## src/ccd_timing_pkg.sv

```systemverilog
// Constants and types shared by the sensor readout timing generator
package ccd_timing_pkg;
  // System clock
  localparam int CLK_PERIOD_NS = 4;
  // Pulse and settle times in ns
  localparam int SHUTTER_PULSE_NS       = 4000;
  localparam int TRANSFER_PULSE_NS      = 10000;
  localparam int VERT_SETTLE_NS         = 1000;
  localparam int LINE_SHIFT_TO_HORIZ_NS = 1000;
  localparam int ROW_SHIFT_PULSE_NS     = 1000;
  // Least times round up to whole cycles
  localparam int SHUTTER_CYC  = (SHUTTER_PULSE_NS + CLK_PERIOD_NS - 1) / CLK_PERIOD_NS;
  localparam int TRANSFER_CYC = (TRANSFER_PULSE_NS + CLK_PERIOD_NS - 1) / CLK_PERIOD_NS;
  localparam int SETTLE_CYC   = (VERT_SETTLE_NS + CLK_PERIOD_NS - 1) / CLK_PERIOD_NS;
  localparam int LINE_GAP_CYC = (LINE_SHIFT_TO_HORIZ_NS + CLK_PERIOD_NS - 1) / CLK_PERIOD_NS;
  localparam int ROW_PULSE_CYC = (ROW_SHIFT_PULSE_NS + CLK_PERIOD_NS - 1) / CLK_PERIOD_NS;
  // Line layout of the horizontal register
  localparam int EMPTY_PIX       = 8;
  localparam int DARK_PIX        = 12;
  localparam int IMAGE_PIX_SINGLE = 1004;
  localparam int IMAGE_PIX_DUAL  = 502;
  localparam int LINE_CYC_SINGLE = 1028;
  localparam int LINE_CYC_DUAL   = 523;
  localparam int CDS_DELAY       = 1;
  localparam int DARK_EDGE_SKIP  = 1;
  // Output routing
  typedef enum logic [1:0] {
    MODE_OUT1 = 2'h0,
    MODE_OUT2 = 2'h1,
    MODE_DUAL = 2'h2
  } out_mode_t;
  // Sequencer states, one-hot
  typedef enum logic [9:0] {
    S_IDLE     = 10'h001,
    S_SHUTTER  = 10'h002,
    S_EXPOSE   = 10'h004,
    S_LEAD     = 10'h008,
    S_XFER     = 10'h010,
    S_POST     = 10'h020,
    S_HALT     = 10'h040,
    S_ROWSHIFT = 10'h080,
    S_GAP      = 10'h100,
    S_HCLK     = 10'h200
  } seq_state_t;
endpackage : ccd_timing_pkg

```

## src/ccd_interval_timer.sv

```systemverilog
// Loadable down counter that times each sequencer state except idle, halt and line clocking
`timescale 1ns/1ns
module ccd_interval_timer #(
  parameter int TW = 32
) (
  input  wire logic          i_clk,
  input  wire logic          i_resetn,
  input  wire logic          i_load,
  input  wire logic [TW-1:0] i_count,
  output logic      [TW-1:0] o_left,
  output logic               o_last
);
  if (TW < 16)
  begin : g_bad_width
    $error("ccd_interval_timer: TW too small for the pulse counts");
  end

  logic [TW-1:0] cnt_q;
  logic [TW-1:0] cnt_d;

  // Counts down to one, then holds; zero means idle
  always_comb
  begin
    cnt_d = cnt_q;
    if (i_load)
      cnt_d = i_count;
    else if (cnt_q > TW'(1))
      cnt_d = cnt_q - TW'(1);
  end

  always_ff @(posedge i_clk or negedge i_resetn)
  begin
    if (!i_resetn)
      cnt_q <= '0;
    else
      cnt_q <= cnt_d;
  end

  assign o_left = cnt_q;
  assign o_last = (cnt_q == TW'(1));
endmodule : ccd_interval_timer

```

## src/ccd_hclk_gen.sv

```systemverilog
// Horizontal clock pair and sampling clock divided down from the system clock
`timescale 1ns/1ns
module ccd_hclk_gen #(
  parameter int HALF = 4,
  parameter int CW   = 11
) (
  input  wire logic          i_clk,
  input  wire logic          i_resetn,
  input  wire logic          i_run,
  input  wire logic          i_clear,
  output logic               o_clk_a,
  output logic               o_clk_b,
  output logic               o_cds,
  output logic               o_halted,
  output logic               o_cycle_end,
  output logic      [CW-1:0] o_count
);
  localparam int DW = (HALF > 1) ? $clog2(HALF) : 1;

  if (HALF < 1 || CW < 11)
  begin : g_bad_param
    $error("ccd_hclk_gen: HALF must be at least 1 and CW at least 11");
  end

  logic [DW-1:0] div_q, div_d;
  logic          phase_q, phase_d;
  logic          halted_q, halted_d;
  logic          cds_q, cds_d;
  logic          end_q, end_d;
  logic          a_q, a_d;
  logic          b_q, b_d;
  logic [CW-1:0] count_q, count_d;
  logic          tick;

  assign tick = (div_q == DW'(HALF - 1));

  // Stops only at a cycle boundary so the pair never glitches
  always_comb
  begin
    div_d    = tick ? '0 : div_q + DW'(1);
    cds_d    = tick ? ~cds_q : cds_q;
    phase_d  = phase_q;
    halted_d = halted_q;
    end_d    = 1'b0;
    count_d  = i_clear ? '0 : count_q;
    if (tick)
    begin
      if (halted_q)
      begin
        if (i_run)
        begin
          halted_d = 1'b0;
          phase_d  = 1'b1;
        end
      end
      else if (phase_q)
        phase_d = 1'b0;
      else
      begin
        end_d   = 1'b1;
        count_d = count_q + CW'(1);
        if (i_run)
          phase_d = 1'b1;
        else
          halted_d = 1'b1;
      end
    end
    a_d = halted_d | ~phase_d;  // Parks high
    b_d = ~halted_d & phase_d;  // Parks low
  end

  always_ff @(posedge i_clk or negedge i_resetn)
  begin
    if (!i_resetn)
    begin
      div_q    <= '0;
      phase_q  <= 1'b0;
      halted_q <= 1'b1;
      cds_q    <= 1'b0;
      end_q    <= 1'b0;
      a_q      <= 1'b1;
      b_q      <= 1'b0;
      count_q  <= '0;
    end
    else
    begin
      div_q    <= div_d;
      phase_q  <= phase_d;
      halted_q <= halted_d;
      cds_q    <= cds_d;
      end_q    <= end_d;
      a_q      <= a_d;
      b_q      <= b_d;
      count_q  <= count_d;
    end
  end

  assign o_clk_a     = a_q;
  assign o_clk_b     = b_q;
  assign o_cds       = cds_q;
  assign o_halted    = halted_q;
  assign o_cycle_end = end_q;
  assign o_count     = count_q;
endmodule : ccd_hclk_gen

```

## src/ccd_readout_ctrl.sv

```systemverilog
// Timing generator that drives an interline sensor through capture and readout
// How it works
// - Shutter pulse empties photodiodes, exposure starts
// - Transfer pulse on phase-2 ends exposure
// - Frame sequence starts only after last pixel
// - Settle, transfer with phase-1, settle again
// - Horizontal and sampling clocks run during frame
// - Short exposure puts shutter inside frame sequence
// - Row shift halts clock A high, B low
// - Horizontal clocking waits line gap after shift
// - Sampling clock keeps toggling every line
// - Black level from central ten dark columns
// - Vertical, shutter, dump pins low during pixels
// - Output one routing of half phases
// - Output two routing of half phases
// - Single output needs 1028 cycles per line
// - Dual routing: both halves to own outputs
// - Dual: 502 image pixels, 523 cycles
`timescale 1ns/1ns
module ccd_readout_ctrl #(
  parameter int ROWS  = 1008,
  parameter int RW    = 11,
  parameter int H_HALF = 4,
  parameter int TW    = 32
) (
  input  wire logic          i_clk,
  input  wire logic          i_resetn,
  input  wire logic          i_start,
  input  wire logic [1:0]    i_mode,
  input  wire logic [TW-1:0] i_exposure_cycles,
  input  wire logic [RW-1:0] i_dump_rows,
  output logic               o_shutter_trigger,
  output logic               o_vert_phase2_shift,
  output logic               o_vert_phase2_transfer,
  output logic               o_vert_phase1,
  output logic               o_row_dump,
  output logic               o_horiz_clock_a,
  output logic               o_horiz_clock_b,
  output logic               o_left_half_phase1,
  output logic               o_left_half_phase2,
  output logic               o_right_half_phase1,
  output logic               o_right_half_phase2,
  output logic               o_cds_clock,
  output logic               o_pixel_valid,
  output logic               o_dark_valid,
  output logic               o_line_done,
  output logic               o_frame_done,
  output logic               o_busy
);
  localparam int CW = 11;
  localparam int LEAD_SPAN = ccd_timing_pkg::SETTLE_CYC + ccd_timing_pkg::TRANSFER_CYC;
  localparam int IMG_LO = ccd_timing_pkg::EMPTY_PIX + ccd_timing_pkg::DARK_PIX;

  if (ROWS < 1 || ROWS >= (1 << RW) || H_HALF < 1 || TW < 16)
  begin : g_bad_param
    $error("ccd_readout_ctrl: parameter values out of range");
  end

  ccd_timing_pkg::seq_state_t state_q, state_d;
  ccd_timing_pkg::out_mode_t  mode_q, mode_d;
  logic [TW-1:0] expo_q, expo_d;
  logic          short_q, short_d;
  logic [RW-1:0] row_q, row_d;
  logic [RW-1:0] dump_q, dump_d;
  logic          line_q, line_d;
  logic          t_load;
  logic [TW-1:0] t_val;
  logic [TW-1:0] t_left;
  logic          t_last;
  logic          h_run;
  logic          h_clear;
  logic          h_a, h_b, h_cds, h_halted, h_end;
  logic [CW-1:0] h_count;
  logic [CW-1:0] line_cyc;
  logic          frame_end;

  ccd_interval_timer #(
    .TW(TW)
  ) u_timer (
    .i_clk   (i_clk),
    .i_resetn(i_resetn),
    .i_load  (t_load),
    .i_count (t_val),
    .o_left  (t_left),
    .o_last  (t_last)
  );

  ccd_hclk_gen #(
    .HALF(H_HALF),
    .CW  (CW)
  ) u_hclk (
    .i_clk      (i_clk),
    .i_resetn   (i_resetn),
    .i_run      (h_run),
    .i_clear    (h_clear),
    .o_clk_a    (h_a),
    .o_clk_b    (h_b),
    .o_cds      (h_cds),
    .o_halted   (h_halted),
    .o_cycle_end(h_end),
    .o_count    (h_count)
  );

  // Clocks run everywhere except around a row shift
  assign h_run = !(state_q inside {ccd_timing_pkg::S_HALT, ccd_timing_pkg::S_ROWSHIFT,
                                   ccd_timing_pkg::S_GAP});
  assign line_cyc = (mode_q == ccd_timing_pkg::MODE_DUAL) ?
                    CW'(ccd_timing_pkg::LINE_CYC_DUAL) :
                    CW'(ccd_timing_pkg::LINE_CYC_SINGLE);

  // Sequencer: capture, frame transfer, then one line per row that is not dumped
  always_comb
  begin
    state_d   = state_q;
    mode_d    = mode_q;
    expo_d    = expo_q;
    short_d   = short_q;
    row_d     = row_q;
    dump_d    = dump_q;
    h_clear   = 1'b0;
    frame_end = 1'b0;
    unique case (state_q)
      ccd_timing_pkg::S_IDLE:
        if (i_start)
        begin
          mode_d  = ccd_timing_pkg::out_mode_t'(i_mode);
          expo_d  = (i_exposure_cycles == '0) ? TW'(1) : i_exposure_cycles;
          short_d = (expo_d <= TW'(LEAD_SPAN));
          dump_d  = i_dump_rows;
          row_d   = '0;
          state_d = short_d ? ccd_timing_pkg::S_LEAD : ccd_timing_pkg::S_SHUTTER;
        end
      ccd_timing_pkg::S_SHUTTER:
        if (t_last)
          state_d = ccd_timing_pkg::S_EXPOSE;
      ccd_timing_pkg::S_EXPOSE:
        if (t_last)
          state_d = ccd_timing_pkg::S_LEAD;
      ccd_timing_pkg::S_LEAD:
        if (t_last)
          state_d = ccd_timing_pkg::S_XFER;
      ccd_timing_pkg::S_XFER:
        if (t_last)
          state_d = ccd_timing_pkg::S_POST;
      ccd_timing_pkg::S_POST:
        if (t_last)
          state_d = ccd_timing_pkg::S_HALT;
      ccd_timing_pkg::S_HALT:
        if (h_halted)
          state_d = ccd_timing_pkg::S_ROWSHIFT;
      ccd_timing_pkg::S_ROWSHIFT:
        if (t_last)
          state_d = ccd_timing_pkg::S_GAP;
      ccd_timing_pkg::S_GAP:
        if (t_last)
        begin
          if (row_q < dump_q)
            frame_end = (row_q == RW'(ROWS - 1));
          else
          begin
            h_clear = 1'b1;
            state_d = ccd_timing_pkg::S_HCLK;
          end
        end
      ccd_timing_pkg::S_HCLK:
        if (h_end && h_count == line_cyc)
          frame_end = (row_q == RW'(ROWS - 1));
    endcase
    // Row finished: next row or back to idle
    if ((state_q == ccd_timing_pkg::S_GAP && t_last && row_q < dump_q) ||
        (state_q == ccd_timing_pkg::S_HCLK && h_end && h_count == line_cyc))
    begin
      row_d   = row_q + RW'(1);
      state_d = frame_end ? ccd_timing_pkg::S_IDLE : ccd_timing_pkg::S_HALT;
    end
  end

  // Timer loads on every state change with the new state's length
  always_comb
  begin
    t_load = (state_d != state_q);
    t_val  = TW'(1);
    unique case (state_d)
      ccd_timing_pkg::S_SHUTTER:  t_val = TW'(ccd_timing_pkg::SHUTTER_CYC);
      ccd_timing_pkg::S_EXPOSE:   t_val = expo_d - TW'(LEAD_SPAN);
      ccd_timing_pkg::S_LEAD:
        t_val = short_d ? TW'(ccd_timing_pkg::SETTLE_CYC + ccd_timing_pkg::SHUTTER_CYC) :
                          TW'(ccd_timing_pkg::SETTLE_CYC);
      ccd_timing_pkg::S_XFER:     t_val = TW'(ccd_timing_pkg::TRANSFER_CYC);
      ccd_timing_pkg::S_POST:     t_val = TW'(ccd_timing_pkg::SETTLE_CYC);
      ccd_timing_pkg::S_ROWSHIFT: t_val = TW'(ccd_timing_pkg::ROW_PULSE_CYC);
      ccd_timing_pkg::S_GAP:      t_val = TW'(ccd_timing_pkg::LINE_GAP_CYC);
      default:                    t_val = TW'(1);
    endcase
  end

  always_ff @(posedge i_clk or negedge i_resetn)
  begin
    if (!i_resetn)
    begin
      state_q <= ccd_timing_pkg::S_IDLE;
      mode_q  <= ccd_timing_pkg::MODE_OUT1;
      expo_q  <= '0;
      short_q <= 1'b0;
      row_q   <= '0;
      dump_q  <= '0;
    end
    else
    begin
      state_q <= state_d;
      mode_q  <= mode_d;
      expo_q  <= expo_d;
      short_q <= short_d;
      row_q   <= row_d;
      dump_q  <= dump_d;
    end
  end

  // Pin and strobe values, all registered
  logic [TW-1:0] to_end;
  logic [CW-1:0] pix;
  logic shut_d, shift_d, xfer_d, ph1_d, rdump_d, a_d, b_d, l1_d, l2_d, r1_d, r2_d;
  logic pv_d, dv_d, ld_d, fdone_d;
  logic shut_q, shift_q, xfer_q, ph1_q, rdump_q, a_q, b_q, l1_q, l2_q, r1_q, r2_q, cds_q;
  logic pv_q, dv_q, ld_q, fdone_q, busy_q;

  always_comb
  begin
    to_end = '0;
    if (state_q == ccd_timing_pkg::S_LEAD)
      to_end = t_left + TW'(ccd_timing_pkg::TRANSFER_CYC);
    else if (state_q == ccd_timing_pkg::S_XFER)
      to_end = t_left;
    // Short exposure: shutter falls exactly expo_q cycles before transfer ends
    shut_d = (state_q == ccd_timing_pkg::S_SHUTTER) ||
             (short_q && to_end > expo_q &&
              to_end <= expo_q + TW'(ccd_timing_pkg::SHUTTER_CYC));
    shift_d = (state_q == ccd_timing_pkg::S_LEAD) || (state_q == ccd_timing_pkg::S_XFER) ||
              (state_q == ccd_timing_pkg::S_ROWSHIFT);
    xfer_d  = (state_q == ccd_timing_pkg::S_XFER);
    ph1_d   = xfer_d || (state_q == ccd_timing_pkg::S_ROWSHIFT);
    rdump_d = (state_q == ccd_timing_pkg::S_ROWSHIFT) && (row_q < dump_q);
    a_d   = h_a;
    b_d   = h_b;
    // Half-register phase routing per output mode
    unique case (mode_q)
      ccd_timing_pkg::MODE_OUT2:
      begin
        l1_d = h_b; l2_d = h_a; r1_d = h_a; r2_d = h_b;
      end
      ccd_timing_pkg::MODE_DUAL:
      begin
        l1_d = h_a; l2_d = h_b; r1_d = h_a; r2_d = h_b;
      end
      default:
      begin
        l1_d = h_a; l2_d = h_b; r1_d = h_b; r2_d = h_a;
      end
    endcase
    // Sampling delay: end of cycle n shows pixel n-2
    line_d = line_q;
    pv_d = 1'b0;
    dv_d = 1'b0;
    ld_d = 1'b0;
    pix  = h_count - CW'(2 * ccd_timing_pkg::CDS_DELAY);
    if (h_clear)
      line_d = 1'b1;
    else if (line_q && h_end)
    begin
      if (h_count >= CW'(2 * ccd_timing_pkg::CDS_DELAY))
      begin
        pv_d = (pix >= CW'(IMG_LO)) &&
               (pix < CW'(IMG_LO + ((mode_q == ccd_timing_pkg::MODE_DUAL) ?
                  ccd_timing_pkg::IMAGE_PIX_DUAL : ccd_timing_pkg::IMAGE_PIX_SINGLE)));
        dv_d = (pix >= CW'(ccd_timing_pkg::EMPTY_PIX + ccd_timing_pkg::DARK_EDGE_SKIP)) &&
               (pix < CW'(IMG_LO - ccd_timing_pkg::DARK_EDGE_SKIP));
      end
      if (state_q != ccd_timing_pkg::S_HCLK)
      begin
        line_d = 1'b0;
        ld_d   = 1'b1;
      end
    end
    fdone_d = (state_q != ccd_timing_pkg::S_IDLE) && (state_d == ccd_timing_pkg::S_IDLE);
  end

  always_ff @(posedge i_clk or negedge i_resetn)
  begin
    if (!i_resetn)
    begin
      {shut_q, shift_q, xfer_q, ph1_q, rdump_q} <= '0;
      {a_q, b_q} <= 2'h2;
      {l1_q, l2_q, r1_q, r2_q, cds_q} <= '0;
      {pv_q, dv_q, ld_q, fdone_q, busy_q, line_q} <= '0;
    end
    else
    begin
      {shut_q, shift_q, xfer_q, ph1_q, rdump_q} <= {shut_d, shift_d, xfer_d, ph1_d, rdump_d};
      {a_q, b_q} <= {a_d, b_d};
      {l1_q, l2_q, r1_q, r2_q, cds_q} <= {l1_d, l2_d, r1_d, r2_d, h_cds};
      {pv_q, dv_q, ld_q, fdone_q} <= {pv_d, dv_d, ld_d, fdone_d};
      busy_q <= (state_d != ccd_timing_pkg::S_IDLE);
      line_q <= line_d;
    end
  end

  assign o_shutter_trigger      = shut_q;
  assign o_vert_phase2_shift    = shift_q;
  assign o_vert_phase2_transfer = xfer_q;
  assign o_vert_phase1          = ph1_q;
  assign o_row_dump             = rdump_q;
  assign o_horiz_clock_a        = a_q;
  assign o_horiz_clock_b        = b_q;
  assign o_left_half_phase1     = l1_q;
  assign o_left_half_phase2     = l2_q;
  assign o_right_half_phase1    = r1_q;
  assign o_right_half_phase2    = r2_q;
  assign o_cds_clock            = cds_q;
  assign o_pixel_valid          = pv_q;
  assign o_dark_valid           = dv_q;
  assign o_line_done            = ld_q;
  assign o_frame_done           = fdone_q;
  assign o_busy                 = busy_q;

  // Helper counters that only the checks below read
  logic [15:0] shut_len_q, xfer_len_q, shift_len_q, vfall_q;
  logic [CW-1:0] img_q;
  always_ff @(posedge i_clk or negedge i_resetn)
  begin
    if (!i_resetn)
    begin
      {shut_len_q, xfer_len_q, shift_len_q} <= '0;
      vfall_q <= 16'hffff;
      img_q   <= '0;
    end
    else
    begin
      shut_len_q  <= shut_q ? shut_len_q + 16'h1 : 16'h0;
      xfer_len_q  <= xfer_q ? xfer_len_q + 16'h1 : 16'h0;
      shift_len_q <= shift_q ? shift_len_q + 16'h1 : 16'h0;
      // Only a row shift restarts it: clocks may run on right after a transfer
      vfall_q     <= (ph1_q && !xfer_q) ? 16'h0 : vfall_q + 16'(vfall_q != 16'hffff);
      img_q       <= ld_q ? '0 : (pv_q ? img_q + CW'(1) : img_q);
    end
  end

  property p_shutter_width;
    @(posedge i_clk) disable iff (!i_resetn)
      $fell(o_shutter_trigger) |-> shut_len_q == 16'(ccd_timing_pkg::SHUTTER_CYC);
  endproperty
  a_shutter_width: assert property (p_shutter_width) else $error("shutter pulse width wrong");

  property p_transfer_width;
    @(posedge i_clk) disable iff (!i_resetn)
      $fell(o_vert_phase2_transfer) |-> xfer_len_q == 16'(ccd_timing_pkg::TRANSFER_CYC);
  endproperty
  a_transfer_width: assert property (p_transfer_width) else $error("transfer width wrong");

  property p_lead_settle;
    @(posedge i_clk) disable iff (!i_resetn)
      $rose(o_vert_phase2_transfer) |->
        o_vert_phase1 && shift_len_q >= 16'(ccd_timing_pkg::SETTLE_CYC);
  endproperty
  a_lead_settle: assert property (p_lead_settle) else $error("settle before transfer short");

  property p_halt_on_shift;
    @(posedge i_clk) disable iff (!i_resetn)
      (o_vert_phase1 && !o_vert_phase2_transfer) |-> o_horiz_clock_a && !o_horiz_clock_b;
  endproperty
  a_halt_on_shift: assert property (p_halt_on_shift) else $error("clocks run in row shift");

  property p_line_gap;
    @(posedge i_clk) disable iff (!i_resetn)
      $fell(o_horiz_clock_a) |-> vfall_q >= 16'(ccd_timing_pkg::LINE_GAP_CYC);
  endproperty
  a_line_gap: assert property (p_line_gap) else $error("horizontal clock resumed too early");

  property p_quiet_pins;
    @(posedge i_clk) disable iff (!i_resetn)
      o_pixel_valid |-> !(o_shutter_trigger || o_vert_phase2_shift ||
                          o_vert_phase2_transfer || o_vert_phase1 || o_row_dump);
  endproperty
  a_quiet_pins: assert property (p_quiet_pins) else $error("noisy pin during pixel");

  property p_image_count;
    @(posedge i_clk) disable iff (!i_resetn)
      o_line_done |-> img_q == ((mode_q == ccd_timing_pkg::MODE_DUAL) ?
        CW'(ccd_timing_pkg::IMAGE_PIX_DUAL) : CW'(ccd_timing_pkg::IMAGE_PIX_SINGLE));
  endproperty
  a_image_count: assert property (p_image_count) else $error("image pixel count wrong");

  property p_line_length;
    @(posedge i_clk) disable iff (!i_resetn)
      (state_q == ccd_timing_pkg::S_HCLK && state_d != ccd_timing_pkg::S_HCLK) |->
        h_count >= line_cyc ##1 !o_busy || state_q == ccd_timing_pkg::S_HALT;
  endproperty
  a_line_length: assert property (p_line_length) else $error("line too short");
endmodule : ccd_readout_ctrl

```

## config.mk

```make
export PLATFORM = sky130hd
export DESIGN_NAME = ccd_readout_ctrl
export DESIGN_NICKNAME = d
export VERILOG_FILES = /design/src/ccd_timing_pkg.sv /design/src/ccd_interval_timer.sv /design/src/ccd_hclk_gen.sv /design/src/ccd_readout_ctrl.sv
export SDC_FILE = /design/constraint.sdc
export NUM_CORES = 1
export LEC_CHECK = 0
export ABC_AREA = 1
export BUFFER_PORTS_ARGS = -buffer_cell sky130_fd_sc_hd__buf_2
export CAP_MARGIN = 20
export CORE_AREA = 2 2 148 150
export CTS_CLUSTER_SIZE = 16
export DETAILED_ROUTE_END_ITERATION = 8
export DIE_AREA = 0 0 150 152
export HOLD_SLACK_MARGIN = 0.12
export PLACE_DENSITY = 0.73
export SLEW_MARGIN = 20
export SYNTH_ARGS = -nofsm -noshare
export SYNTH_HDL_FRONTEND = slang
export SYNTH_SLANG_ARGS = --single-unit
```

## constraint.sdc

```tcl
create_clock -name i_clk -period 4.75 [get_ports i_clk]
set_input_delay 0.7125 -clock i_clk [delete_from_list [all_inputs] [get_ports i_clk]]
set_output_delay 0.7125 -clock i_clk [all_outputs]
set_load 0.1 [all_outputs]
```

# After elaboration in Yosys (flattened, before gate mapping)
# Index checks and enable logic that the tools add are counted.
[totals] register_bits=136 in_bits=48 wordCells=184
[op_classes] addsub=9 order_cmp=10 eq_ne=28 muxes=70 bitwise=5 reduce_logical=29
[op_table] operator="32-bit two-way mux" count=7
[op_table] operator="32-bit one-hot mux with 5 select lines" count=1
[op_table] operator="10-bit two-way mux" count=12
[op_table] operator="11-bit two-way mux" count=9
[op_table] operator="10-bit one-hot mux with 9 select lines" count=1
[op_table] operator="1-bit two-way mux" count=36
[op_table] operator="32-bit by 10-bit adder with 32-bit output, second input constant" count=1
[op_table] operator="32-bit by 12-bit adder with 32-bit output, second input constant" count=1
[op_table] operator="32-bit by 1-bit equality test with 1-bit output, second input constant" count=1
[op_table] operator="32-bit by 1-bit > comparator with 1-bit output, second input constant" count=1
[op_table] operator="32-bit > comparator" count=1
[op_table] operator="32-bit by 12-bit less-or-equal comparator with 1-bit output, second input constant" count=1
[op_table] operator="32-bit less-or-equal comparator" count=1
[op_table] operator="32-bit logical NOT" count=1
[op_table] operator="32-bit by 1-bit subtractor with 32-bit output, second input constant" count=1
[op_table] operator="32-bit by 12-bit subtractor with 32-bit output, second input constant" count=1
[op_table] operator="11-bit by 1-bit adder with 11-bit output, second input constant" count=2
[op_table] operator="11-bit less-than comparator" count=2
[op_table] operator="10-bit by 1-bit equality test with 1-bit output, second input constant" count=2
[op_table] operator="10-bit by 2-bit equality test with 1-bit output, second input constant" count=2
[op_table] operator="10-bit by 3-bit equality test with 1-bit output, second input constant" count=2
[op_table] operator="10-bit by 4-bit equality test with 1-bit output, second input constant" count=2
[op_table] operator="10-bit by 5-bit equality test with 1-bit output, second input constant" count=2
[op_table] operator="10-bit by 6-bit equality test with 1-bit output, second input constant" count=2
[op_table] operator="other kinds (32)" count=59

# Depth between registers and ports, before layout
# Gate-level depths: netlist (run 1).
[depth] ltp_word=12 mapped_depth=29 ltp_nobuf=29

# Hierarchy
# Synthesis (run 1) repeated with hierarchy kept, for this count alone.
[unflattened] cells_unflattened=1920 hier_area_um2=12739.7
[by_module_without_submodules] mod="ccd_readout_ctrl" instances=1 cells_each=1424 area_each_um2=9345.2 seq_area_each_um2=2129.5
[by_module_without_submodules] mod="ccd_interval_timer" instances=1 cells_each=394 area_each_um2=2481.1 seq_area_each_um2=800.8
[by_module_without_submodules] mod="ccd_hclk_gen" instances=1 cells_each=102 area_each_um2=913.4 seq_area_each_um2=478.0

# Worst setup path before layout (run 1)
# Ideal clock, no wire load.
[synth_timing] kind="flip-flop to flip-flop" from="register state_q[9]" to="register shut_q (netlist: o_shutter_trigger)" arrival_time_ns=3.417 slack_ns=1.251 path_stages_with_launch=30 synth_period_minus_slack_ns=3.499 cell_sequence="dfrtp_1 -> nor2_4 -> buf_6 -> nand2_2 -> nor3_2 -> buf_4 -> inv_4 -> nor2_4 -> nand2_1 -> o21ai_2 -> inv_2 -> nor2_4 -> nand3_2 -> nor3_4 -> nand3_4 -> nor2_2 -> nand3_1 -> nand2_1 -> nand2_1 -> ha_1 -> nand2_1 -> inv_1 -> nand3_1 -> nor4_1 -> inv_1 -> nor2_1 -> nand2_1 -> nand4_1 -> nand3_1 -> o21ai_0"
[synth_via] elab_chain_cells=7 elab_cells_between_ends=10 cone_classes="order compare (2); eq/ne (3); mux (2); reduce/logical (3)"
[synth_lines] item="start: declaration" line="ccd_readout_ctrl.sv:59" source="ccd_timing_pkg::seq_state_t state_q, state_d;"
[synth_lines] item="start signal: assignment" line="ccd_readout_ctrl.sv:201" source="state_q <= ccd_timing_pkg::S_IDLE;"
[synth_lines] item="start signal: assignment" line="ccd_readout_ctrl.sv:210" source="state_q <= state_d;"
[synth_lines] item="10-bit by 5-bit equality test with 1-bit output" line="ccd_readout_ctrl.sv:232" source="else if (state_q == ccd_timing_pkg::S_XFER)"
[synth_lines] item="32-bit two-way mux" line="ccd_readout_ctrl.sv:232"
[synth_lines] item="32-bit two-way mux" line="ccd_readout_ctrl.sv:230" source="if (state_q == ccd_timing_pkg::S_LEAD)"
[synth_lines] item="32-bit > comparator" line="ccd_readout_ctrl.sv:236" source="(short_q && to_end > expo_q &&"
[synth_lines] item="1-bit logical AND (2 in a row)" line="ccd_readout_ctrl.sv:236"
[synth_lines] item="1-bit logical OR *" line="ccd_readout_ctrl.sv:235" source="shut_d = (state_q == ccd_timing_pkg::S_SHUTTER) ||"
[synth_lines] item="net shut_d" line="ccd_readout_ctrl.sv:222" source="logic shut_d, shift_d, xfer_d, ph1_d, rdump_d, a_d, b_d, l1_d, l2_d, r1_d, r2_d;"
[synth_lines] item="end signal: assignment" line="ccd_readout_ctrl.sv:298" source="{shut_q, shift_q, xfer_q, ph1_q, rdump_q} <= {shut_d, shift_d, xfer_d, ph1_d, rdump_d};"
[synth_lines] item="end: declaration" line="ccd_readout_ctrl.sv:224" source="logic shut_q, shift_q, xfer_q, ph1_q, rdump_q, a_q, b_q, l1_q, l2_q, r1_q, r2_q, cds_q;"
# Mark *: on every way through the listed nets, which the timed path passes. The rest lies on a longest branch.
# A chain may end at the register's enable or synchronous reset.

# Final worst setup path (run 1)
[layout_timing] from="register state_q[6]" to="register shut_q (netlist: o_shutter_trigger)"
# Same word-level chain as after synthesis.

==> metrics.txt, run 1 <==
reg2reg path depth 28; YS warnings 0; reg2reg end o_shutter_trigger; Hold WC Path Type input pin to asynchronous set/reset pin; largest area contributor in the netlist dfrtp_1; Post-synth ARST share between 90% and 100%; drt wl/cell approximately 17 um; Final Hold Fails 0; Worst-Margin Slew ~970 ps; CTS max path bufs 2; CP max-delay cell dfrtp_1; vias roughly 13000; DR iter-0 viols about 1100; total CTS buffers 17; final period utilization 91.1%; Slew Limit Headroom 35.1%; Placer Congestion between 0.9 and 1; met2 WL ~17000 um; GRT Total Usage roughly a third; Distinct cells, synth 54; CTS Hold Bufs 0; ANT nets after route 0; Max-Cap Viols 0; post-CTS setup buffer count 0; GRT overflow 0; Post-synth EDFFs 0; mapped cell area ~12000 um^2; Critical Path Fanout Max 10; syn avg cell area between 6 and 7 um^2; hpwl dp ~30000 um; top-count cell post-synth nand2_1; Clock transition at path regs approximately 80 ps; Pre-antenna DRT Iters 5; Max VDD drop 219 uV; CTS tree built; WHS approximately 340 ps; vias in the first global route between 10000 and 15000; first-pass GRT wire length around 62000 um; initial core utilization between 50% and 60%; synth top area cells dfrtp_1 (27%), nand2_1 (16%), ha_1 (9.3%); Slew Viols, Final 0; fin crit period 4330 ps; Post-CTS Resized 0; ys flop type dfrtp_1; setup TNS 0 ps; R2R Setup Slk approximately 420 ps; DRC 0; Worst path max stage delay about 420 ps; number of synthesized register bits 136; Area Overhead vs Synth 9.35%; startpoint types register; met3 routed WL 2820 um; Skew-Pair Late Insertion Delay roughly 440 ps; # diodes 0; Root Driver clkbuf_16; PD cells between 200 and 250 nW/um^2; RSZ-0062 raised after global routing no; Worst Skew 14.5 ps; PortBufs 64; Mapped Cells between 1500 and 2000; critical path class register to register; die height roughly 150 um; Setup Viol. Count Final 0; Synthesized Nets between 2000 and 2500; layout cells sized above 1 under 10%; nets between 2000 and 2500; pre-CTS setup slack 523 ps; reg2reg start state_q[6]; Crit. End Element register; WL met1 17100 um; H-tree levels 4; clock sinks roughly 140; I/O pins 65; P_leak a little over 7 nW; outcome finished, final reports clean; FP Rows 54; final WL roughly 38000 um; initial antenna violation count 1; Core Area between 20000 and 25000 um^2; post-synth top area share about a quarter; Vias/cell 5.64; Worst Path Arrival between 4000 and 5000 ps; worst path required time between 5000 and 6000 ps; Most common cell on crit path nand2_1; chip width about 150 um; Die Footprint approximately 23000 um^2; Final WS setup around 420 ps; largest net degree at the start of global routing 90; register area share after synthesis approximately 27%; Highest Clock Rate around 230 MHz; Highest Signal Layer met4; Synth top cells by count nand2_1 (542), inv_1 (269), nor2_1 (229)
-- cell type report --
| cell class | instances | area (um^2) |
|---|---|---|
| inverter | 280 | 1060 |
| timing repair buffer | 79 | 439 |
| multi-input combinational | 1475 | 7730 |
| tap | 280 | 350 |
| sequential | 136 | 3410 |
| clock inverter | 15 | 193 |
| fill | 2014 | 7740 |
| clock buffer | 17 | 425 |
-- cells by family after synthesis --
family / after synthesis / share of synthesized area, %
compound gates: 265 / 11.5
fa+ha+maj: 92 / 9.25
flops: 136 / 27.4
buf+inv: 322 / 10.4
xor+xnor: 58 / 4.08
simple gates: 1060 / 37.3
-- sequential cells by signal, summed over array words and instances (netlist names), 2 cells and up --
register,flops
dump_q,11
expo_q,32
mode_q,2
row_q,11
state_q,10
u_hclk.div_q,2
u_hclk.o_count,11
u_timer.o_left,32
-- worst max-delay path by stage --
| stage | from | end | slack (ps) |
|---|---|---|---|
| 2_1_floorplan | state_q[9] | o_shutter_trigger | 1250 |
| 3_3_place_gp | state_q[6] | o_shutter_trigger | 640 |
| 3_5_place_dp | state_q[6] | o_shutter_trigger | 520 |
| 4_1_cts | state_q[6] | o_shutter_trigger | 500 |
| 5_1_grt | state_q[6] | o_shutter_trigger | 100 |
| 6_report | state_q[6] | o_shutter_trigger | 420 |
-- critical path, delay by kind of cell, from the launching register on --
kind,cells,cell delay [ps]
AO/OA/AOI/OAI,2,260
adder cells (fa/ha/maj),1,270
AND/OR/NAND/NOR,20,2730
flip-flops,1,420
buffers and inverters,5,540
-- cell usage in the layout, fill, tap and decap left out, types with 5 or more instances in the layout --
master     Yosys  layout
nand2_1      542     542
inv_1        269     269
nor2_1       229     229
nand3_1      142     142
dfrtp_1      132     132
o21ai_0      130     130
ha_1          92      92
a21oi_1       91      91
buf_2         15      63
xor2_1        53      53
nor3_1        35      35
nand4_1       35      35
clkbuf_16      0      17
buf_4          2      15
nor4_1        14      14
nor2_2        12      12
nand3_2       12      12
nor2_4         8       8
inv_2          8       8
o211ai_1       8       8
nand2_2        6       6
nor3_2         6       6
a31oi_1        6       6
o21ai_1        5       5
xnor2_1        5       5
inv_8          0       5
inv_6          0       5
-- metal layers --
metal	vias to the layer above	global-route usage, %
li1	6367	-
met4	0	12.7
met3	75	5.89
met1	5951	48.1
met2	472	53.4
met5	-	0
-- metrics by stage --
step	util (%)	power (mW)	instance area, um^2	std cells
2_1_floorplan	-	1.37	12400	1933
3_3_place_gp	60.8	1.46	13000	2250
3_5_place_dp	60.8	1.46	13000	2250
4_1_cts	63.7	2.91	13600	2282
5_1_grt	63.7	3.01	13600	2282
6_report	63.7	2.91	13600	2282
-- where the power goes --
group / switching, mW / internal [mW] / leakage (nW) / total (mW)
combinational: 0.141 / 0.0798 / 5.31 / 0.220
sequential: 0.0394 / 1.19 / 1.58 / 1.23
clock: 0.654 / 0.806 / 0.302 / 1.46
total: 0.834 / 2.07 / 7.19 / 2.91
Note: power is estimated with default switching activity, not from simulation.
==> inputs of run 2 (changes only) <==
--- a/config.mk
+++ b/config.mk
@@ -13,6 +13,7 @@
 export DETAILED_ROUTE_END_ITERATION = 8
 export DIE_AREA = 0 0 150 152
 export HOLD_SLACK_MARGIN = 0.12
+export MAX_ROUTING_LAYER = met4
 export PLACE_DENSITY = 0.73
 export SLEW_MARGIN = 20
 export SYNTH_ARGS = -nofsm -noshare
==> metrics.txt, run 2 (synthesized netlist as in run 1, its figures left out) <==
outcome finished, final reports clean; WHS between 300 and 400 ps; pre-CTS setup slack around 450 ps; Die Footprint about 23000 um^2; # diodes 0; PD cells 214 nW/um^2; CTS max path bufs 2; startpoint types register; Critical Path Fanout Max 10; Worst-Margin Slew just under 1000 ps; critical path class register to register; total CTS buffers 17; Core Area approximately 21000 um^2; ANT nets after route 0; total power ~2.9 mW; reg2reg path depth 21; hpwl dp between 30000 and 40000 um; final period utilization approximately nine tenths; Worst Skew between 10 and 15 ps; Hold WC Path Type input pin to asynchronous set/reset pin; Setup Viol. Count Final 0; chip width 150 um; Root Driver clkbuf_16; GRT Total Usage 35.8%; CTS Hold Bufs 0; Vias/cell ~5.6; reg2reg end o_shutter_trigger; Max VDD drop just under 200 uV; final WL just under 40000 um; Pre-antenna DRT Iters 6; Highest Clock Rate roughly 230 MHz; clock sinks roughly 140; GRT overflow 0; post-route cell area around 14000 um^2; Skew-Pair Late Insertion Delay between 400 and 500 ps; fin util between 60% and 70%; largest net degree at the start of global routing just over 80; Slew Viols, Final 0; first-pass GRT wire length between 60000 and 70000 um; vias in the first global route around 12000; Non-Filler Instances 2284; P_leak 7.21 nW; Fillers 2034; Max-Cap Viols 0; fin crit period around 4300 ps; H-tree levels 4; Area Overhead vs Synth 9.54%; commonest cells after routing, fill and taps aside nand2_1 (542), inv_1 (269), nor2_1 (229), nand3_1 (142), dfrtp_1 (132); placed cell count around 2300; RSZ-0062 raised after global routing no; Crit. End Element register; drt wl/cell 16.9 um; DRC 0; initial core utilization 58.3%; CTS tree built; reg2reg start state_q[6]; layout cells sized above 1 a little under a tenth; initial antenna violation count 0; FP Rows 54; PortBufs 64; Clock transition at path regs 80 ps; I/O pins 65; nets between 2000 and 2500; commonest non-fill, non-tap cell in the layout nand2_1; Slew Limit Headroom roughly 34%; dpl cell area roughly 13000 um^2; Final WS setup ~410 ps; worst path required time 5050 ps; die height about 150 um; R2R Setup Slk ~410 ps; Placer Congestion approximately 0.97; Final Hold Fails 0; setup TNS 0 ps; vias about 13000; DR iter-0 viols 1163; Worst Path Arrival 4640 ps
-- run 2: cell count changes in the layout (fill, tap and decap cells not counted), sizes merged --
| cell | previous run | this run |
|---|---|---|
| buf | 79 | 81 |
-- run 2: area by class of cell --
class,instances,area [um^2],share of cell area (%)
tap,280,350,2.57
timing repair buffer,81,454,3.33
sequential,136,3410,25.0
multi-input combinational,1475,7740,56.8
clock buffer,17,425,3.12
clock inverter,15,195,1.43
inverter,280,1060,7.75
-- run 2: worst max-delay path by stage --
stage          cells past startpoint                 to  slack (ps)       start
6_report                          21  o_shutter_trigger         410  state_q[6]
5_1_grt                           21  o_shutter_trigger          20  state_q[6]
4_1_cts                           20  o_shutter_trigger         410  state_q[6]
3_5_place_dp                      20  o_shutter_trigger         450  state_q[6]
3_3_place_gp                      20  o_shutter_trigger         540  state_q[6]
2_1_floorplan                     29  o_shutter_trigger        1250  state_q[9]
-- run 2: timing repair --
action	4_1_cts	5_1_grt
endpoints found under the setup margin	0	1
buffers inserted	0	0
resized for setup	0	2
-- run 2: power breakdown --
group          switching, mW  total [mW]  internal [mW]
clock                  0.653        1.46          0.808
combinational          0.143       0.223         0.0797
sequential            0.0407        1.23           1.19
total                  0.837        2.91           2.07
-- run 2: metal layers --
metal  GRT usage [%]  up-vias  part of all wire, %  routed length [um]
met4            11.4        0                  2.9                1140
met5               -        -                    0                   0
li1                -     6369                    -                   -
met2            54.2      472                   45               17300
met3            5.20       59                  7.3                2810
met1            49.5     5893                   45               17400
-- run 2: worst max-delay path: stages (launching register included) --
cell,delay (ps)
dfrtp_1,430
nor2_1,300
nand2_4,190
nor3_2,200
buf_4,230
nand3_1,130
nor2_1,110
nand2_1,110
nor2_1,180
nand2_1,140
nor3_2,260
nand2_1,110
o21ai_0,370
ha_1,330
a21oi_1,140
o21ai_0,110
a21oi_1,150
nor2_1,50
o21ai_0,360
nand4_1,140
nand3_1,80
o21ai_0,80
